<file path="config.mk">
export PLATFORM = sky130hd
export DESIGN_NAME = sdi_reclocker_control
export DESIGN_NICKNAME = d
export VERILOG_FILES = /design/src/inc/reclk_pkg.sv /design/src/rtl/pin_sync.sv /design/src/rtl/sdi_reclocker_control.sv
export SDC_FILE = /design/constraint.sdc
export NUM_CORES = 1
export LEC_CHECK = 0
export BUFFER_PORTS_ARGS = -buffer_cell sky130_fd_sc_hd__buf_2
export CAP_MARGIN = 30
export CORE_MARGIN = 2
export CORE_UTILIZATION = 54
export DETAILED_ROUTE_END_ITERATION = 10
export PLACE_DENSITY_LB_ADDON = 0.08
export SETUP_SLACK_MARGIN = 0.4
export SLEW_MARGIN = 20
export SYNTH_ARGS = -nofsm -noshare
export SYNTH_HDL_FRONTEND = slang
export SYNTH_SLANG_ARGS = --single-unit
</file>
<file path="constraint.sdc">
create_clock -name sys_clk_i -period 4 [get_ports sys_clk_i]
set_clock_uncertainty 0.2 [all_clocks]
set_input_delay 0.8 -clock sys_clk_i [delete_from_list [all_inputs] [get_ports sys_clk_i]]
set_output_delay 0.8 -clock sys_clk_i [all_outputs]
set_load 0.02 [all_outputs]
</file>
<file path="src/inc/reclk_pkg.sv">
// Shared constants and types of the reclocker control block
package reclk_pkg;

    // Rate mode pin codes
    localparam logic [1:0] RATE_AUTO = 2'h0;
    localparam logic [1:0] RATE_SD = 2'h1;
    localparam logic [1:0] RATE_HD = 2'h2;
    localparam logic [1:0] RATE_TEST = 2'h3;

    // Rate reported by the recovery loop
    localparam logic [1:0] DET_NONE = 2'h0;
    localparam logic [1:0] DET_SD = 2'h1;
    localparam logic [1:0] DET_HD = 2'h2;
    localparam logic [1:0] DET_3G = 2'h3;

    // Level seen on a strap pin that nothing drives
    localparam logic [1:0] PULL_RATE = 2'h0;
    localparam logic [1:0] PULL_CHAN = 2'h0;
    localparam logic PULL_BYPASS = 1'b0;
    localparam logic PULL_MUTE_N = 1'b1;
    localparam logic PULL_CLK_OUT = 1'b0;
    localparam logic PULL_ENABLE = 1'b1;

    // Register map, byte addresses
    localparam int ADDR_W = 4;
    localparam logic [ADDR_W-1:0] CTRL_OFS = 4'h0;
    localparam logic [ADDR_W-1:0] STATUS_OFS = 4'h4;
    localparam logic [31:0] CTRL_RESET = 32'h0000_0180;
    localparam logic [1:0] RESP_OKAY = 2'h0;
    localparam logic [1:0] RESP_SLVERR = 2'h2;

    // Timing
    localparam int CLK_PERIOD_NS = 20;
    localparam int REF_PERIOD_NS = 37;
    localparam int FLAG_VALID_CYC = (REF_PERIOD_NS / CLK_PERIOD_NS < 1) ? 1 :
                                    REF_PERIOD_NS / CLK_PERIOD_NS;
    localparam int LOCK_DROP_MAX_NS = 1_000_000;
    localparam int LOCK_DROP_CYC = LOCK_DROP_MAX_NS / CLK_PERIOD_NS;

    typedef struct packed {
        logic [22:0] rsvd;
        logic enable;
        logic mute_n;
        logic clk_out_sel;
        logic bypass;
        logic [1:0] chan;
        logic [1:0] rate;
        logic sw_override;
    } ctrl_t;

    // Pin levels after pull resolution, before and after synchronising
    typedef struct packed {
        logic [1:0] rate;
        logic [1:0] chan;
        logic bypass;
        logic mute_n;
        logic clk_out_sel;
        logic enable;
        logic pll_locked;
        logic data_valid;
        logic [1:0] det;
    } pins_t;

endpackage

</file>
<file path="src/rtl/pin_sync.sv">
// Two flip-flop synchroniser for a group of asynchronous levels
module pin_sync #(
    parameter int W = 1
) (
    input wire logic sys_clk_i,
    input wire logic resetn_i,
    input wire logic [W-1:0] async_i,
    input wire logic [W-1:0] reset_val_i,
    output logic [W-1:0] sync_o
);
    typedef struct packed {
        logic [W-1:0] s1;
        logic [W-1:0] s2;
    } sync_t;

    sync_t st;
    sync_t next_st;

    always_comb begin
        next_st.s1 = async_i;
        next_st.s2 = st.s1;
    end

    // Reset loads zero; the reader applies the mute and enable pull levels until the chain fills
    always_ff @(posedge sys_clk_i) begin
        if (!resetn_i) begin
            st <= '0;
        end else begin
            st <= next_st;
        end
    end

    assign sync_o = st.s2;

    // Unused port kept for a uniform instance shape
    logic unused_reset_val;
    assign unused_reset_val = ^reset_val_i;
endmodule // pin_sync

</file>
<file path="src/rtl/sdi_reclocker_control.sv">
// Control and indicator logic of a serial video reclocker with AXI4-Lite access
//
// Function
// - Rate pins pick auto, 270M or high rates
// - Undriven rate pins read low, auto detect
// - Rate code offers a separate test mode
// - Fixed 270M mode never locks on harmonics
// - Channel select routes one of four inputs
// - Undriven channel pins select input zero
// - Lock high only with data and locked loop
// - Forced bypass holds lock indicator low
// - Mute low silences both serial outputs
// - Mute overrides bypass and lock state
// - Undriven mute pin reads high, outputs on
// - Bypass high passes data without retiming
// - Bypass low: auto bypass when unlocked/unsupported
// - Undriven bypass pin reads low, auto bypass
// - Unmuted and unlocked outputs carry bypassed data
// - Rate flag high for 270M, else low
// - Rate flag registered, forced low when unlocked
// - Rate flag valid one reference period after lock
// - Input change drops lock within 1 ms
// - Second output carries clock or data copy
// - Disable powers down, oscillator keeps running
// - Enable active high, reads high when undriven
// - Clock-mode second output muted during bypass
// - Unsupported rates never lock, enter bypass
//
// Added by the designer: the AXI4-Lite register port and the register offsets.
module sdi_reclocker_control
    import reclk_pkg::*;
#(
    parameter int SETTLE_CYC = reclk_pkg::LOCK_DROP_CYC
) (
    input wire logic sys_clk_i,
    input wire logic resetn_i,
    // AXI4-Lite slave
    input wire logic [reclk_pkg::ADDR_W-1:0] s_axi_awaddr_i,
    input wire logic s_axi_awvalid_i,
    output logic s_axi_awready_o,
    input wire logic [31:0] s_axi_wdata_i,
    input wire logic [3:0] s_axi_wstrb_i,
    input wire logic s_axi_wvalid_i,
    output logic s_axi_wready_o,
    output logic [1:0] s_axi_bresp_o,
    output logic s_axi_bvalid_o,
    input wire logic s_axi_bready_i,
    input wire logic [reclk_pkg::ADDR_W-1:0] s_axi_araddr_i,
    input wire logic s_axi_arvalid_i,
    output logic s_axi_arready_o,
    output logic [31:0] s_axi_rdata_o,
    output logic [1:0] s_axi_rresp_o,
    output logic s_axi_rvalid_o,
    input wire logic s_axi_rready_i,
    // Strap pins and pad-drive indications
    input wire logic [1:0] rate_mode_i,
    input wire logic [1:0] chan_sel_i,
    input wire logic bypass_i,
    input wire logic mute_n_i,
    input wire logic second_output_clock_select_i,
    input wire logic enable_i,
    input wire logic [7:0] strap_driven_i,
    // Status from the recovery loop
    input wire logic pll_locked_i,
    input wire logic data_valid_i,
    input wire logic [1:0] rate_detect_i,
    // Indicators and data path controls
    output logic lock_detect_o,
    output logic rate_class_flag_o,
    output logic [1:0] active_input_o,
    output logic retime_bypass_o,
    output logic primary_output_mute_o,
    output logic second_output_mute_o,
    output logic second_output_clock_o,
    output logic power_down_o,
    output logic reference_osc_run_o,
    output logic test_mode_o
);
    import reclk_pkg::*;

    ////////////////////////////////////////////////////////////////////////////
    // Pin resolution and synchronisers

    pins_t pin_raw;
    pins_t pin_q;
    pins_t pin_reset;

    always_comb begin
        pin_raw.rate[1] = strap_driven_i[7] ? rate_mode_i[1] : PULL_RATE[1];
        pin_raw.rate[0] = strap_driven_i[6] ? rate_mode_i[0] : PULL_RATE[0];
        pin_raw.chan[1] = strap_driven_i[5] ? chan_sel_i[1] : PULL_CHAN[1];
        pin_raw.chan[0] = strap_driven_i[4] ? chan_sel_i[0] : PULL_CHAN[0];
        pin_raw.bypass = strap_driven_i[3] ? bypass_i : PULL_BYPASS;
        pin_raw.mute_n = strap_driven_i[2] ? mute_n_i : PULL_MUTE_N;
        pin_raw.clk_out_sel = strap_driven_i[1] ? second_output_clock_select_i : PULL_CLK_OUT;
        pin_raw.enable = strap_driven_i[0] ? enable_i : PULL_ENABLE;
        pin_raw.pll_locked = pll_locked_i;
        pin_raw.data_valid = data_valid_i;
        pin_raw.det = rate_detect_i;
        pin_reset = '0;
    end

    pin_sync #(
        .W($bits(pins_t))
    ) u_pin_sync (
        .sys_clk_i(sys_clk_i),
        .resetn_i(resetn_i),
        .async_i(pin_raw),
        .reset_val_i(pin_reset),
        .sync_o(pin_q)
    );

    ////////////////////////////////////////////////////////////////////////////
    // State

    typedef struct packed {
        ctrl_t ctrl;
        logic [1:0] fill;
        logic aw_held;
        logic [ADDR_W-1:0] aw_addr;
        logic w_held;
        logic [31:0] wdata;
        logic [3:0] wstrb;
        logic awready;
        logic wready;
        logic bvalid;
        logic [1:0] bresp;
        logic arready;
        logic rvalid;
        logic [31:0] rdata;
        logic [1:0] rresp;
        logic lock;
        logic rate_flag;
        logic [1:0] active_chan;
        logic bypass;
        logic pmute;
        logic smute;
        logic clk_out;
        logic pdown;
        logic osc_run;
        logic test;
        logic [15:0] settle;
    } state_t;

    state_t st;
    state_t next_st;

    // Effective controls: pins, or the register copy under software override
    logic [1:0] eff_rate;
    logic [1:0] eff_chan;
    logic eff_bypass;
    logic eff_mute_n;
    logic eff_clk_out;
    logic eff_enable;
    logic supported;
    logic [31:0] status_word;

    always_comb begin
        eff_rate = st.ctrl.sw_override ? st.ctrl.rate : pin_q.rate;
        eff_chan = st.ctrl.sw_override ? st.ctrl.chan : pin_q.chan;
        eff_bypass = st.ctrl.sw_override ? st.ctrl.bypass : pin_q.bypass;
        eff_mute_n = st.ctrl.sw_override ? st.ctrl.mute_n : pin_q.mute_n;
        eff_clk_out = st.ctrl.sw_override ? st.ctrl.clk_out_sel : pin_q.clk_out_sel;
        eff_enable = st.ctrl.sw_override ? st.ctrl.enable : pin_q.enable;
        // Until the synchronisers fill, pull levels stand in for the mute and enable pins
        if (st.fill != 2'h3) begin
            eff_mute_n = PULL_MUTE_N;
            eff_enable = PULL_ENABLE;
        end
    end

    always_comb begin
        case (eff_rate)
            RATE_AUTO: supported = (pin_q.det != DET_NONE);
            RATE_SD: supported = (pin_q.det == DET_SD);
            RATE_HD: supported = (pin_q.det == DET_HD) || (pin_q.det == DET_3G);
            default: supported = 1'b0;
        endcase
    end

    always_comb begin
        status_word = '0;
        status_word[0] = st.lock;
        status_word[1] = st.rate_flag;
        status_word[2] = st.bypass;
        status_word[3] = st.test;
        status_word[5:4] = pin_q.det;
        status_word[7:6] = st.active_chan;
        status_word[8] = st.pdown;
        status_word[9] = st.smute;
    end

    ////////////////////////////////////////////////////////////////////////////
    // Next state

    always_comb begin
        next_st = st;
        next_st.fill = (st.fill == 2'h3) ? st.fill : st.fill + 2'h1;

        // AXI4-Lite write: address and data taken in either order
        if (s_axi_awvalid_i && st.awready) begin
            next_st.aw_held = 1'b1;
            next_st.aw_addr = s_axi_awaddr_i;
        end
        if (s_axi_wvalid_i && st.wready) begin
            next_st.w_held = 1'b1;
            next_st.wdata = s_axi_wdata_i;
            next_st.wstrb = s_axi_wstrb_i;
        end
        if (st.bvalid && s_axi_bready_i) begin
            next_st.bvalid = 1'b0;
        end
        if (st.aw_held && st.w_held && !st.bvalid) begin
            next_st.aw_held = 1'b0;
            next_st.w_held = 1'b0;
            next_st.bvalid = 1'b1;
            next_st.bresp = RESP_OKAY;
            if (st.aw_addr == CTRL_OFS) begin
                for (int b = 0; b < 4; b++) begin
                    if (st.wstrb[b]) begin
                        next_st.ctrl[b*8 +: 8] = st.wdata[b*8 +: 8];
                    end
                end
                next_st.ctrl.rsvd = '0;
            end else if (st.aw_addr == STATUS_OFS) begin
                next_st.bresp = RESP_OKAY;
            end else begin
                next_st.bresp = RESP_SLVERR;
            end
        end
        next_st.awready = !next_st.aw_held && !next_st.bvalid;
        next_st.wready = !next_st.w_held && !next_st.bvalid;

        // AXI4-Lite read
        if (st.rvalid && s_axi_rready_i) begin
            next_st.rvalid = 1'b0;
        end
        if (s_axi_arvalid_i && st.arready) begin
            next_st.rvalid = 1'b1;
            next_st.rresp = RESP_OKAY;
            if (s_axi_araddr_i == CTRL_OFS) begin
                next_st.rdata = st.ctrl;
            end else if (s_axi_araddr_i == STATUS_OFS) begin
                next_st.rdata = status_word;
            end else begin
                next_st.rdata = '0;
                next_st.rresp = RESP_SLVERR;
            end
        end
        next_st.arready = !next_st.rvalid;

        next_st.active_chan = eff_chan;

        // input change drops lock and holds it off
        if (eff_chan != st.active_chan) begin
            next_st.settle = 16'(SETTLE_CYC);
        end else if (st.settle != 16'h0000) begin
            next_st.settle = st.settle - 16'h0001;
        end

        // lock needs data, loop lock, no forced bypass
        next_st.lock = eff_enable && !eff_bypass && pin_q.pll_locked && pin_q.data_valid &&
                       supported && (eff_chan == st.active_chan) &&
                       (st.settle == 16'h0000) && (st.fill == 2'h3);

        next_st.bypass = eff_bypass || !next_st.lock;

        next_st.rate_flag = next_st.lock && (pin_q.det == DET_SD);

        next_st.pmute = !eff_mute_n || !eff_enable;

        next_st.clk_out = eff_clk_out;
        next_st.smute = next_st.pmute || (eff_clk_out && next_st.bypass);

        next_st.pdown = !eff_enable;
        next_st.osc_run = 1'b1;

        next_st.test = (eff_rate == RATE_TEST);
    end

    always_ff @(posedge sys_clk_i) begin
        if (!resetn_i) begin
            st <= '0;
            st.ctrl <= CTRL_RESET;
            st.bypass <= 1'b1;
        end else begin
            st <= next_st;
        end
    end

    ////////////////////////////////////////////////////////////////////////////
    // Outputs

    assign s_axi_awready_o = st.awready;
    assign s_axi_wready_o = st.wready;
    assign s_axi_bresp_o = st.bresp;
    assign s_axi_bvalid_o = st.bvalid;
    assign s_axi_arready_o = st.arready;
    assign s_axi_rdata_o = st.rdata;
    assign s_axi_rresp_o = st.rresp;
    assign s_axi_rvalid_o = st.rvalid;
    assign lock_detect_o = st.lock;
    assign rate_class_flag_o = st.rate_flag;
    assign active_input_o = st.active_chan;
    assign retime_bypass_o = st.bypass;
    assign primary_output_mute_o = st.pmute;
    assign second_output_mute_o = st.smute;
    assign second_output_clock_o = st.clk_out;
    assign power_down_o = st.pdown;
    assign reference_osc_run_o = st.osc_run;
    assign test_mode_o = st.test;
endmodule // sdi_reclocker_control
</file>
==> summary.txt, run 1 <==
Timing
  – Setup TNS: 0 ps
  – Fin. max-slew vios: 0
  – Max Fclk: about 440 MHz
  – Slew margin rel.: 53.8%
  – Final min period: between 2000 and 2500 ps
  – Final Hold Vio Count: 0
  – Final period util: between 50% and 60%
  – Setup violators final: 0
  – Final setup margin: 1730 ps
  – RSZ-0062 raised after global routing: false
  – Worst-margin pin slew: 691 ps

Global routing
  – Largest net degree at the start of global routing: between 50 and 60
  – GRT Residual Overflow: 0
  – First-pass GRT wire length: approximately 12 mm
  – Gr usage total: between 10% and 20%
  – Vias in the first global route: between 2000 and 3000
  – Initial antenna violation count: 0

Logic synthesis
  – Register area share after synthesis: 49.4%
  – Cell taking the most area after synthesis: dfxtp_1
  – Top cells by area, synth: dfxtp_1 (49%), buf_4 (7.3%), mux2i_1 (6.2%)
  – Ys flop type: dfxtp_1
  – Yosys top cell area share: 49.4%
  – Synthesized cell area: between 0.003 and 0.004 mm²
  – Mapped Cells: roughly 430
  – Asr flop ratio synth: 0%
  – Most frequent cell after synthesis: dfxtp_1
  – Number of synthesized flops with an enable pin: 0
  – Syn_area_per_cell: approximately 9.1 µm²
  – Top post-synthesis cells by count: dfxtp_1 (96), a21oi_1 (42), nand2_1 (41)
  – Post-synth cell types: 42
  – FF+latch count, synth: 96
  – Synth warn: 0

Route
  – Drt drc: 0
  – Vias: ~3000
  – WL per Instance: 12.7 µm
  – Iteration count of the initial detailed-routing pass: 4
  – Routed WL: about 7.3 mm
  – Initial DRC Count: 123
  – Via density: between 5 and 6
  – ANT nets after route: 0

Power
  – Leakage power: around 1.9 nW
  – Internal: 1.63 mW
  – Logic pwr share: between 20% and 30%
  – Flop pwr share: between 40 and 50%
  – Clk pwr share: approximately 27%
  – Sw Ratio: roughly a third
  – Maximum vdd drop: 0.240 mV
  – Pwr per Cell Area: 569 mW/mm²
  – Psw: a little over 0.8 mW

Setup path
  – Critical R2R Launch: st[112]$_SDFFE_PN0P_
  – Crit-path max cell delay: 700 ps
  – Crit path max-delay cell type: dfxtp_1
  – Max FO, Critical Path: 14
  – R2R Path End: rate_class_flag_o$_SDFF_PN0_
  – Cell Chain, Critical Path: mux2i_1 -> xnor2_1 -> or3_1 -> and3b_1
  – Worst path top cell family by delay: simple AND/OR/NAND/NOR gates
  – WP buf/inv: 0
  – Reg2reg path depth: 4
  – Critical setup path kind: register to register
  – R2R setup slack: between 1500 and 2000 ps
  – Required time of the critical path: roughly 4000 ps
  – CP Data Arrival Time: ~2400 ps
  – Worst setup SP type: register
  – Crit end category: register

CTS
  – CTS H-tree depth: 3
  – Clk root buf: clkbuf_8
  – Total CTS buffers: 9
  – TritonCTS Sinks: 96
  – Worst-Skew Late Latency: ~360 ps
  – CTS Buffer Depth: 2
  – # resized after CTS: 0
  – Hold_buf cts: 0
  – Clock Pin Slew Worst Setup and Hold Paths: about 90 ps
  – CTS tree: yes
  – Setup bufs post-CTS: 0

Placed design
  – Post-DP HPWL: 5.14 mm
  – Placed cell areas: between 0.004 and 0.005 mm²
  – Port buffer count: between 70 and 80
  – Gp weighted congestion: 0.814
  – Setup WS pre-CTS: around 1600 ps

Worst hold path
  – Hold depth: 1
  – Worst Hold End: u_pin_sync.sync_o[5]$_SDFF_PN0_
  – Hold_sp: u_pin_sync.next_st[5]$_SDFF_PN0_
  – Worst hold path class: register to register

Final layout
  – Post-route cell area: about 0.0043 mm²
  – Fillcell total: between 600 and 700
  – Final net count: around 550
  – Diodes inserted: 0
  – Register area: between 0.0015 and 0.002 mm²
  – Area Overhead vs Synth: 10.8%
  – Multi-input combinational cell area: between 0.0015 and 0.002 mm²
  – Layout cells sized above 1: between 10% and 20%

Floorplan
  – Die Ht: 88.9 µm
  – Initial cell density of the core: a little under three fifths
  – Die ar.: between 0.007 and 0.008 mm²
  – Core ar.: 0.00687 mm²
  – Die Wd: between 80 and 90 µm
  – Row Count: 30
  – Io pins: between 100 and 150

Run
  – Max Cap Viol: 0

Run status
  – Status: complete, no violations
layer usage:
layer | share of wire, % | vias to the layer above | GRT usage, %
met4 | 1.3 | 0 | 7.02
met2 | 46 | 86 | 31.0
li1 | - | 1517 | -
met1 | 47 | 1348 | 25.4
met3 | 5.1 | 10 | 3.88
met5 | 0 | - | 0
state kept, by name (all words and copies together), names as in the netlist:
signal	cells
s_axi_rresp_o	1
s_axi_arready_o	1
primary_output_mute_o	1
test_mode_o	1
s_axi_rdata_o	10
lock_detect_o	1
retime_bypass_o	1
power_down_o	1
s_axi_bresp_o	1
s_axi_awready_o	1
second_output_mute_o	1
rate_class_flag_o	1
s_axi_rvalid_o	1
reference_osc_run_o	1
st	44
u_pin_sync.sync_o	12
s_axi_wready_o	1
u_pin_sync.next_st	12
second_output_clock_o	1
s_axi_bvalid_o	1
active_input_o	2
worst max path at each step:
stage,from,end,cells after the start
6_report,st[112]$_SDFFE_PN0P_,rate_class_flag_o$_SDFF_PN0_,4
5_1_grt,st[112]$_SDFFE_PN0P_,st[0]$_SDFFE_PP0P_,4
4_1_cts,st[112]$_SDFFE_PN0P_,rate_class_flag_o$_SDFF_PN0_,4
3_5_place_dp,resetn_i,rate_class_flag_o$_SDFF_PN0_,4
3_3_place_gp,resetn_i,rate_class_flag_o$_SDFF_PN0_,4
2_1_floorplan,st[8]$_SDFFE_PN0P_,st[15]$_SDFFE_PN0P_,5
per-stage QoR:
step                power [mW]  instances  hold slack, ps  utilization [%]
floorplan                 1.69        451             212                -
global placement          1.79        562             218             59.7
detailed placement        1.81        562             219             59.7
CTS                       2.46        578             233             62.8
global route              2.61        578             253             62.8
finish                    2.45        578             235             62.8
cells by family after synthesis:
group,Yosys count,share of synthesized area [%]
other,1,0.0963
XOR/XNOR,3,0.675
flip-flops,96,49.4
AND/OR/NAND/NOR,169,22.6
buffers and inverters,64,10.1
AO/OA/AOI/OAI,68,10.1
adder cells (fa/ha/maj),3,0.964
multiplexers,24,6.17
power groups by stage:
stage / combinational (mW) / clock (mW) / sequential, mW
after floorplan: 0.526 / 0 / 1.16
after global placement: 0.611 / 0 / 1.18
after detailed placement: 0.628 / 0 / 1.18
after CTS: 0.631 / 0.673 / 1.16
after global routing: 0.718 / 0.714 / 1.18
final: 0.631 / 0.661 / 1.16
area by class of cell:
class / instances / share of cell area, %
Sequential cell: 96 / 44.5
Multi-Input combinational cell: 291 / 38.6
Timing Repair Buffer: 74 / 8.64
Clock buffer: 11 / 3.51
Tap cell: 96 / 2.78
Clock inverter: 5 / 1.48
Inverter: 5 / 0.435
cell usage in the layout (no fill, tap or decap), types with 6 or more instances in the layout:
| cell type | n |
|---|---|
| nor3_1 | 20 |
| a21oi_1 | 42 |
| dfxtp_1 | 96 |
| mux2i_1 | 24 |
| a31oi_1 | 6 |
| conb_1 | 24 |
| buf_2 | 73 |
| nor2_1 | 33 |
| nand2_1 | 41 |
| or4_1 | 8 |
| clkbuf_8 | 11 |
| or3_1 | 8 |
| o31ai_1 | 8 |
| and3_1 | 10 |
| nand3_1 | 7 |
| and2_1 | 18 |
(Power assumes the default switching activity.)
==> inputs of run 2 (changes only) <==
--- a/config.mk
+++ b/config.mk
@@ -8,7 +8,7 @@
 export BUFFER_PORTS_ARGS = -buffer_cell sky130_fd_sc_hd__buf_2
 export CAP_MARGIN = 30
 export CORE_MARGIN = 2
-export CORE_UTILIZATION = 54
+export CORE_UTILIZATION = 51
 export DETAILED_ROUTE_END_ITERATION = 10
 export PLACE_DENSITY_LB_ADDON = 0.08
 export SETUP_SLACK_MARGIN = 0.4
==> constraint.sdc (replaced) <==
create_clock -name sys_clk_i -period 2.2 [get_ports sys_clk_i]
set_clock_uncertainty 0.2 [all_clocks]
set_input_delay 0.44 -clock sys_clk_i [delete_from_list [all_inputs] [get_ports sys_clk_i]]
set_output_delay 0.44 -clock sys_clk_i [all_outputs]
set_load 0.02 [all_outputs]
==> run 2 against run 1 <==
Net effect: total power is 100% higher; register-to-register slack worse by 1600 ps; core utilization is 0.87 points lower; via count is 3.3% higher; final cell count is 3.3% higher; global-route usage is 0.11 points lower; sequential share of layout area is 1.8 points lower; critical path depth stayed put; highest routed layer unchanged; flip-flop and latch count stayed put.
==> summary.txt, run 2 (synthesized netlist as in run 1, its figures left out) <==
Run status
  – Status: complete, no violations

Final layout
  – Max reg flops: 44 (unchanged)
  – Commonest non-fill, non-tap cells in the layout: dfxtp_1 (88), buf_2 (73), a21oi_1 (42)
  – Final net count: 567 (+2.9%)
  – Fillcell total: 669 (+8.1%)
  – Final core occ: 61.9% (-0.87 points)
  – Top reg by flops: st
  – Diodes inserted: 0 (unchanged)
  – Area Overhead vs Synth: 16.7%
  – Commonest non-fill, non-tap cell in the layout: dfxtp_1
  – Layout cells sized above 1: 27.9% (+8.2 points)

Global routing
  – Vias in the first global route: 2830 (+7.4%)
  – First-pass GRT wire length: 12.7 mm (+7.5%)
  – GRT Residual Overflow: 0 (unchanged)
  – Gr usage total: 19.0% (-0.11 points)
  – Initial antenna violation count: 0 (unchanged)
  – Largest net degree at the start of global routing: 51 (unchanged)

CTS
  – TritonCTS Sinks: 96 (unchanged)
  – Worst-Skew Late Latency: 360 ps (about the same)
  – CTS Buffer Depth: 2 (unchanged)
  – Clock Pin Slew Worst Setup and Hold Paths: 90 ps (about the same)
  – Total CTS buffers: 9 (unchanged)
  – CTS tree: yes
  – CTS H-tree depth: 3 (unchanged)
  – Hold_buf cts: 0 (unchanged)
  – Clk root buf: clkbuf_8

Timing
  – RSZ-0062 raised after global routing: true
  – Final period util: 93.5% (+37 points)
  – Fin. max-slew vios: 0 (unchanged)
  – Setup violators final: 0 (unchanged)
  – Final min period: 2060 ps (-219 ps)
  – Max Fclk: 486 MHz (+11%)
  – Final Hold Vio Count: 0 (unchanged)
  – Setup TNS: 0 ps (unchanged)
  – Slew margin rel.: 52.7% (-1.1 points)
  – Final setup margin: 144 ps (-1580 ps)
  – Worst-margin pin slew: 708 ps (+16.7 ps)

Setup path
  – Crit-path max cell delay: 540 ps (-160 ps)
  – Crit end category: register
  – Cell Chain, Critical Path: or4_4 -> or3_4 -> or4_4 -> a31oi_1
  – Required time of the critical path: 2290 ps (-1810 ps)
  – WP buf/inv: 0 (unchanged)
  – Max FO, Critical Path: 2 (-12)
  – CP Data Arrival Time: 2150 ps (-230 ps)
  – Critical setup path kind: register to register
  – Crit path max-delay cell type: or4_4
  – Worst setup SP type: register
  – CP dominant cell by count: or4_4
  – Worst path top cell family by delay: simple AND/OR/NAND/NOR gates

Placed design
  – Gp weighted congestion: 0.816 (+0.32%)
  – Setup WS pre-CTS: 164 ps (-1450 ps)
  – Port buffer count: 73 (unchanged)
  – Post-DP HPWL: 5.23 mm (+1.7%)

Route
  – Drt drc: 0 (unchanged)
  – DR top layer: met4
  – WL per Instance: 13.0 µm (+1.9%)
  – Met2 wire length: 3.74 mm (+10%)
  – M1 wire length: 3.50 mm (+0.81%)
  – Iteration count of the initial detailed-routing pass: 4 (unchanged)
  – Initial DRC Count: 93 (-24%)
  – Via density: 5.12 (about the same)
  – ANT nets after route: 0 (unchanged)
  – Routed WL: 7.73 mm (+5.3%)
  – Vias: 3058 (+3.3%)
  – Routed wl met3: 436 µm (+17%)

Floorplan
  – Initial cell density of the core: 53.1% (-3.6 points)
  – Die Ht: 91.4 µm (+2.8%)
  – Die Wd: 91.4 µm (+2.8%)
  – Die ar.: 0.00835 mm² (+5.6%)
  – Io pins: 123 (unchanged)
  – Core ar.: 0.00733 mm² (+6.7%)
  – Row Count: 31 (+3.3%)

Power
  – Pwr per Cell Area: 1100 mW/mm² (+93%)
  – Leakage power: 2.02 nW (+5.7%)
  – Maximum vdd drop: 0.570 mV (+140%)
  – Total power: 4.97 mW (+100%)

Worst hold path
  – Worst hold path class: primary input to register

Run
  – Max Cap Viol: 0 (unchanged)
## run 2: worst register-to-register path, stage by stage, from the launching register on
cell and delay, ps:
dfxtp_2 330, or4_4 540, or3_4 340, or4_4 410
a31oi_1 160
## run 2: metrics by stage
step	std cells	hold WS (ps)	cell area, µm²
finish	597	50.0	4540
global route	597	35.2	4540
CTS	595	34.1	4450
detailed placement	570	219	4160
global placement	570	214	4160
floorplan	451	212	4000
## run 2: per-layer routing
layer	GRT usage [%]	vias to the layer above
li1	-	1551
met1	22.4	1420
met2	32.2	83
met3	7.22	4
met4	5.68	0
met5	0	-
## run 2: cell type report
type,count,area [µm²],area share (%)
Clock buffer,10,138,3.03
Clock inverter,6,41.3,0.909
Inverter,5,18.8,0.413
Multi-Input combinational cell,291,1780,39.1
Sequential cell,96,1940,42.7
Tap cell,99,124,2.73
Timing Repair Buffer,90,504,11.1
## run 2: report_power, final
group          total (mW)  internal [mW]  switching, mW  leakage [nW]
logic                1.75          0.867          0.882          1.13
registers            2.17           1.95          0.218         0.789
clock network        1.06          0.446          0.611        0.0968
## run 2: worst paths after layout
| path | startpoint | end | slack [ps] | cells past startpoint |
|---|---|---|---|---|
| max reg2reg | st[8]$_SDFFE_PN0P_ | st[15]$_SDFFE_PN0P_ | 140 | 4 |
| min reg2reg | u_pin_sync.next_st[8]$_SDFF_PN0_ | u_pin_sync.sync_o[8]$_SDFF_PN0_ | 240 | 1 |
| min | strap_driven_i[2] | u_pin_sync.next_st[6]$_SDFF_PN0_ | 50 | 2 |
| max | st[8]$_SDFFE_PN0P_ | st[15]$_SDFFE_PN0P_ | 140 | 4 |
## run 2: repair_timing
| item | CTS | global route |
|---|---|---|
| pin swaps | 6 | 8 |
| hold endpoints to repair | 0 | 0 |
| resized for setup | 16 | 19 |
| setup endpoints to repair | 20 | 20 |
| buffers inserted | 9 | 2 |
==> inputs of run 3 (changes only) <==
--- a/config.mk
+++ b/config.mk
@@ -8,7 +8,7 @@
 export BUFFER_PORTS_ARGS = -buffer_cell sky130_fd_sc_hd__buf_2
 export CAP_MARGIN = 30
 export CORE_MARGIN = 2
-export CORE_UTILIZATION = 51
+export CORE_UTILIZATION = 40
 export DETAILED_ROUTE_END_ITERATION = 10
 export PLACE_DENSITY_LB_ADDON = 0.08
 export SETUP_SLACK_MARGIN = 0.4
==> run 3 against run 2 <==
Net effect: register-to-register slack improved by 70 ps; highest routed layer unchanged; maximum frequency rose by 3.5%; worst hold slack got worse by 4.8 ps; die area rose by 26%; first-iteration DRC count rose by 2.2%; clock power barely moved; clock-buffer cell count did not move; wire length rose by 7.2%; largest cell class unchanged.
==> summary.txt, run 3 (synthesized netlist as in run 1, its figures left out) <==
CTS
  – Total CTS buffers: 9 (unchanged)
  – CTS Buffer Depth: 2 (unchanged)
  – Clk root buf: clkbuf_8
  – CTS tree: yes
  – CTS H-tree depth: 3 (unchanged)
  – Clock Pin Slew Worst Setup and Hold Paths: 100 ps (about the same)
  – Worst-Skew Late Latency: 360 ps (about the same)
  – TritonCTS Sinks: 96 (unchanged)

Setup path
  – Max FO, Critical Path: 2 (unchanged)
  – Cell Chain, Critical Path: or4_4 -> or3_1 -> or4_1 -> a31oi_1
  – Worst path top cell family by delay: simple AND/OR/NAND/NOR gates
  – WP buf/inv: 0 (unchanged)
  – Critical path depth: 4 (unchanged)
  – Crit-path max cell delay: 530 ps (about the same)
  – Worst setup SP type: register
  – CP Data Arrival Time: 2070 ps (-80 ps)
  – Critical setup path kind: register to register
  – Crit end category: register
  – Crit path max-delay cell type: or4_4
  – Required time of the critical path: 2290 ps (about the same)
  – Reg2reg path depth: 4 (unchanged)

Worst hold path
  – Worst hold path class: primary input to register
  – Hold depth: 2 (unchanged)

Timing
  – Fin. max-slew vios: 0 (unchanged)
  – WHS: 45.3 ps (-4.77 ps)
  – Setup violators final: 0 (unchanged)
  – Final min period: 1990 ps (-68.9 ps)
  – Setup TNS: 0 ps (unchanged)
  – Worst-margin pin slew: 690 ps (-17.9 ps)
  – Final Hold Vio Count: 0 (unchanged)
  – RSZ-0062 raised after global routing: true
  – Final period util: 90.3% (-3.1 points)
  – Slew margin rel.: 53.9% (+1.2 points)
  – Max Fclk: 503 MHz (+3.5%)

Power
  – Maximum vdd drop: 0.380 mV (-33%)
  – Leakage power: 1.99 nW (-1.5%)
  – Pwr per Cell Area: 1070 mW/mm² (-2.2%)

Final layout
  – Commonest non-fill, non-tap cells in the layout: dfxtp_1 (88), buf_2 (73), a21oi_1 (40)
  – Area Overhead vs Synth: 17.0%
  – Fillcell total: 969 (+45%)
  – Layout cells sized above 1: 26.6% (-1.3 points)
  – Post-route cell area: 0.00456 mm² (+0.33%)
  – Commonest non-fill, non-tap cell in the layout: dfxtp_1
  – Final net count: 565 (-0.35%)
  – Diodes inserted: 0 (unchanged)
  – Top reg by flops: st
  – Max reg flops: 44 (unchanged)
  – Finished Layout Cells: 629 (+5.4%)
  – Final core occ: 47.5% (-14 points)

Floorplan
  – Die Ht: 103 µm (+12%)
  – Die ar.: 0.0105 mm² (+26%)
  – Initial cell density of the core: 40.6% (-13 points)
  – Die Wd: 103 µm (+12%)
  – Core ar.: 0.00959 mm² (+31%)
  – Io pins: 123 (unchanged)
  – Row Count: 36 (+16%)

Placed design
  – Post-DP HPWL: 5.68 mm (+8.5%)
  – Dpl cells: 605 (+6.1%)
  – Port buffer count: 73 (unchanged)
  – Placed cell areas: 0.00421 mm² (+1.2%)
  – Gp weighted congestion: 0.759 (-7.1%)

Route
  – Vias: 3006 (-1.7%)
  – ANT nets after route: 0 (unchanged)
  – Routed WL: 8.29 mm (+7.2%)
  – WL per Instance: 13.2 µm (+1.8%)
  – Drt drc: 0 (unchanged)
  – Initial DRC Count: 95 (+2.2%)
  – Iteration count of the initial detailed-routing pass: 4 (unchanged)
  – Via density: 4.78 (-6.7%)

Run status
  – Status: complete, no violations

Global routing
  – Initial antenna violation count: 0 (unchanged)
  – GRT Residual Overflow: 0 (unchanged)
  – Largest net degree at the start of global routing: 51 (unchanged)
  – Gr usage total: 16.4% (-2.6 points)
  – First-pass GRT wire length: 13.4 mm (+5.2%)
  – Vias in the first global route: 2811 (-0.67%)

Run
  – Max Cap Viol: 0 (unchanged)
==> run 3: area by class of cell <==
type / instances / area [µm²] / share of cell area (%)
inverter: 5 / 18.8 / 0.412
clock inverter: 6 / 48.8 / 1.07
tap: 133 / 166 / 3.65
clock buffer: 10 / 128 / 2.80
multi-input combinational: 291 / 1770 / 38.8
timing repair buffer: 88 / 485 / 10.7
sequential: 96 / 1940 / 42.6
==> run 3: stage by stage <==
step | setup slack, ps | power (mW)
floorplan | 125 | 3.11
global placement | 202 | 3.37
detailed placement | 130 | 3.40
CTS | 188 | 4.78
global route | 163 | 5.20
finish | 213 | 4.88
==> run 3: final timing paths <==
path,from,to,slack (ps)
hold reg to reg,u_pin_sync.next_st[8]$_SDFF_PN0_,u_pin_sync.sync_o[8]$_SDFF_PN0_,240
setup / recovery,st[8]$_SDFFE_PN0P_,st[15]$_SDFFE_PN0P_,210
hold / removal,strap_driven_i[2],u_pin_sync.next_st[6]$_SDFF_PN0_,50
setup reg to reg,st[8]$_SDFFE_PN0P_,st[15]$_SDFFE_PN0P_,210
==> run 3: layer usage <==
metal / global-route usage, % / routed length (µm) / vias up
li1: - / - / 1542
met1: 21.6 / 4010 / 1373
met2: 25.8 / 3730 / 73
met3: 3.05 / 348 / 18
met4: 8.10 / 200 / 0
met5: 0 / 0 / -
==> run 3: repair_timing <==
item                       CTS  global route
pin swaps                    5             4
hold buffers                 0             0
buffers inserted             7             1
setup endpoints to repair   20            20
gates resized for setup     19            13
==> run 3: power breakdown <==
| group | switching, mW | internal (mW) | total (mW) |
|---|---|---|---|
| Clock | 0.640 | 0.424 | 1.06 |
| Combinational | 0.877 | 0.768 | 1.65 |
| Sequential | 0.223 | 1.95 | 2.17 |
==> run 3: worst reg2reg max path, delay by kind of cell (launching register included) <==
family	cells	cell delay, ps
simple gates	3	1260
flops	1	330
compound gates	1	130
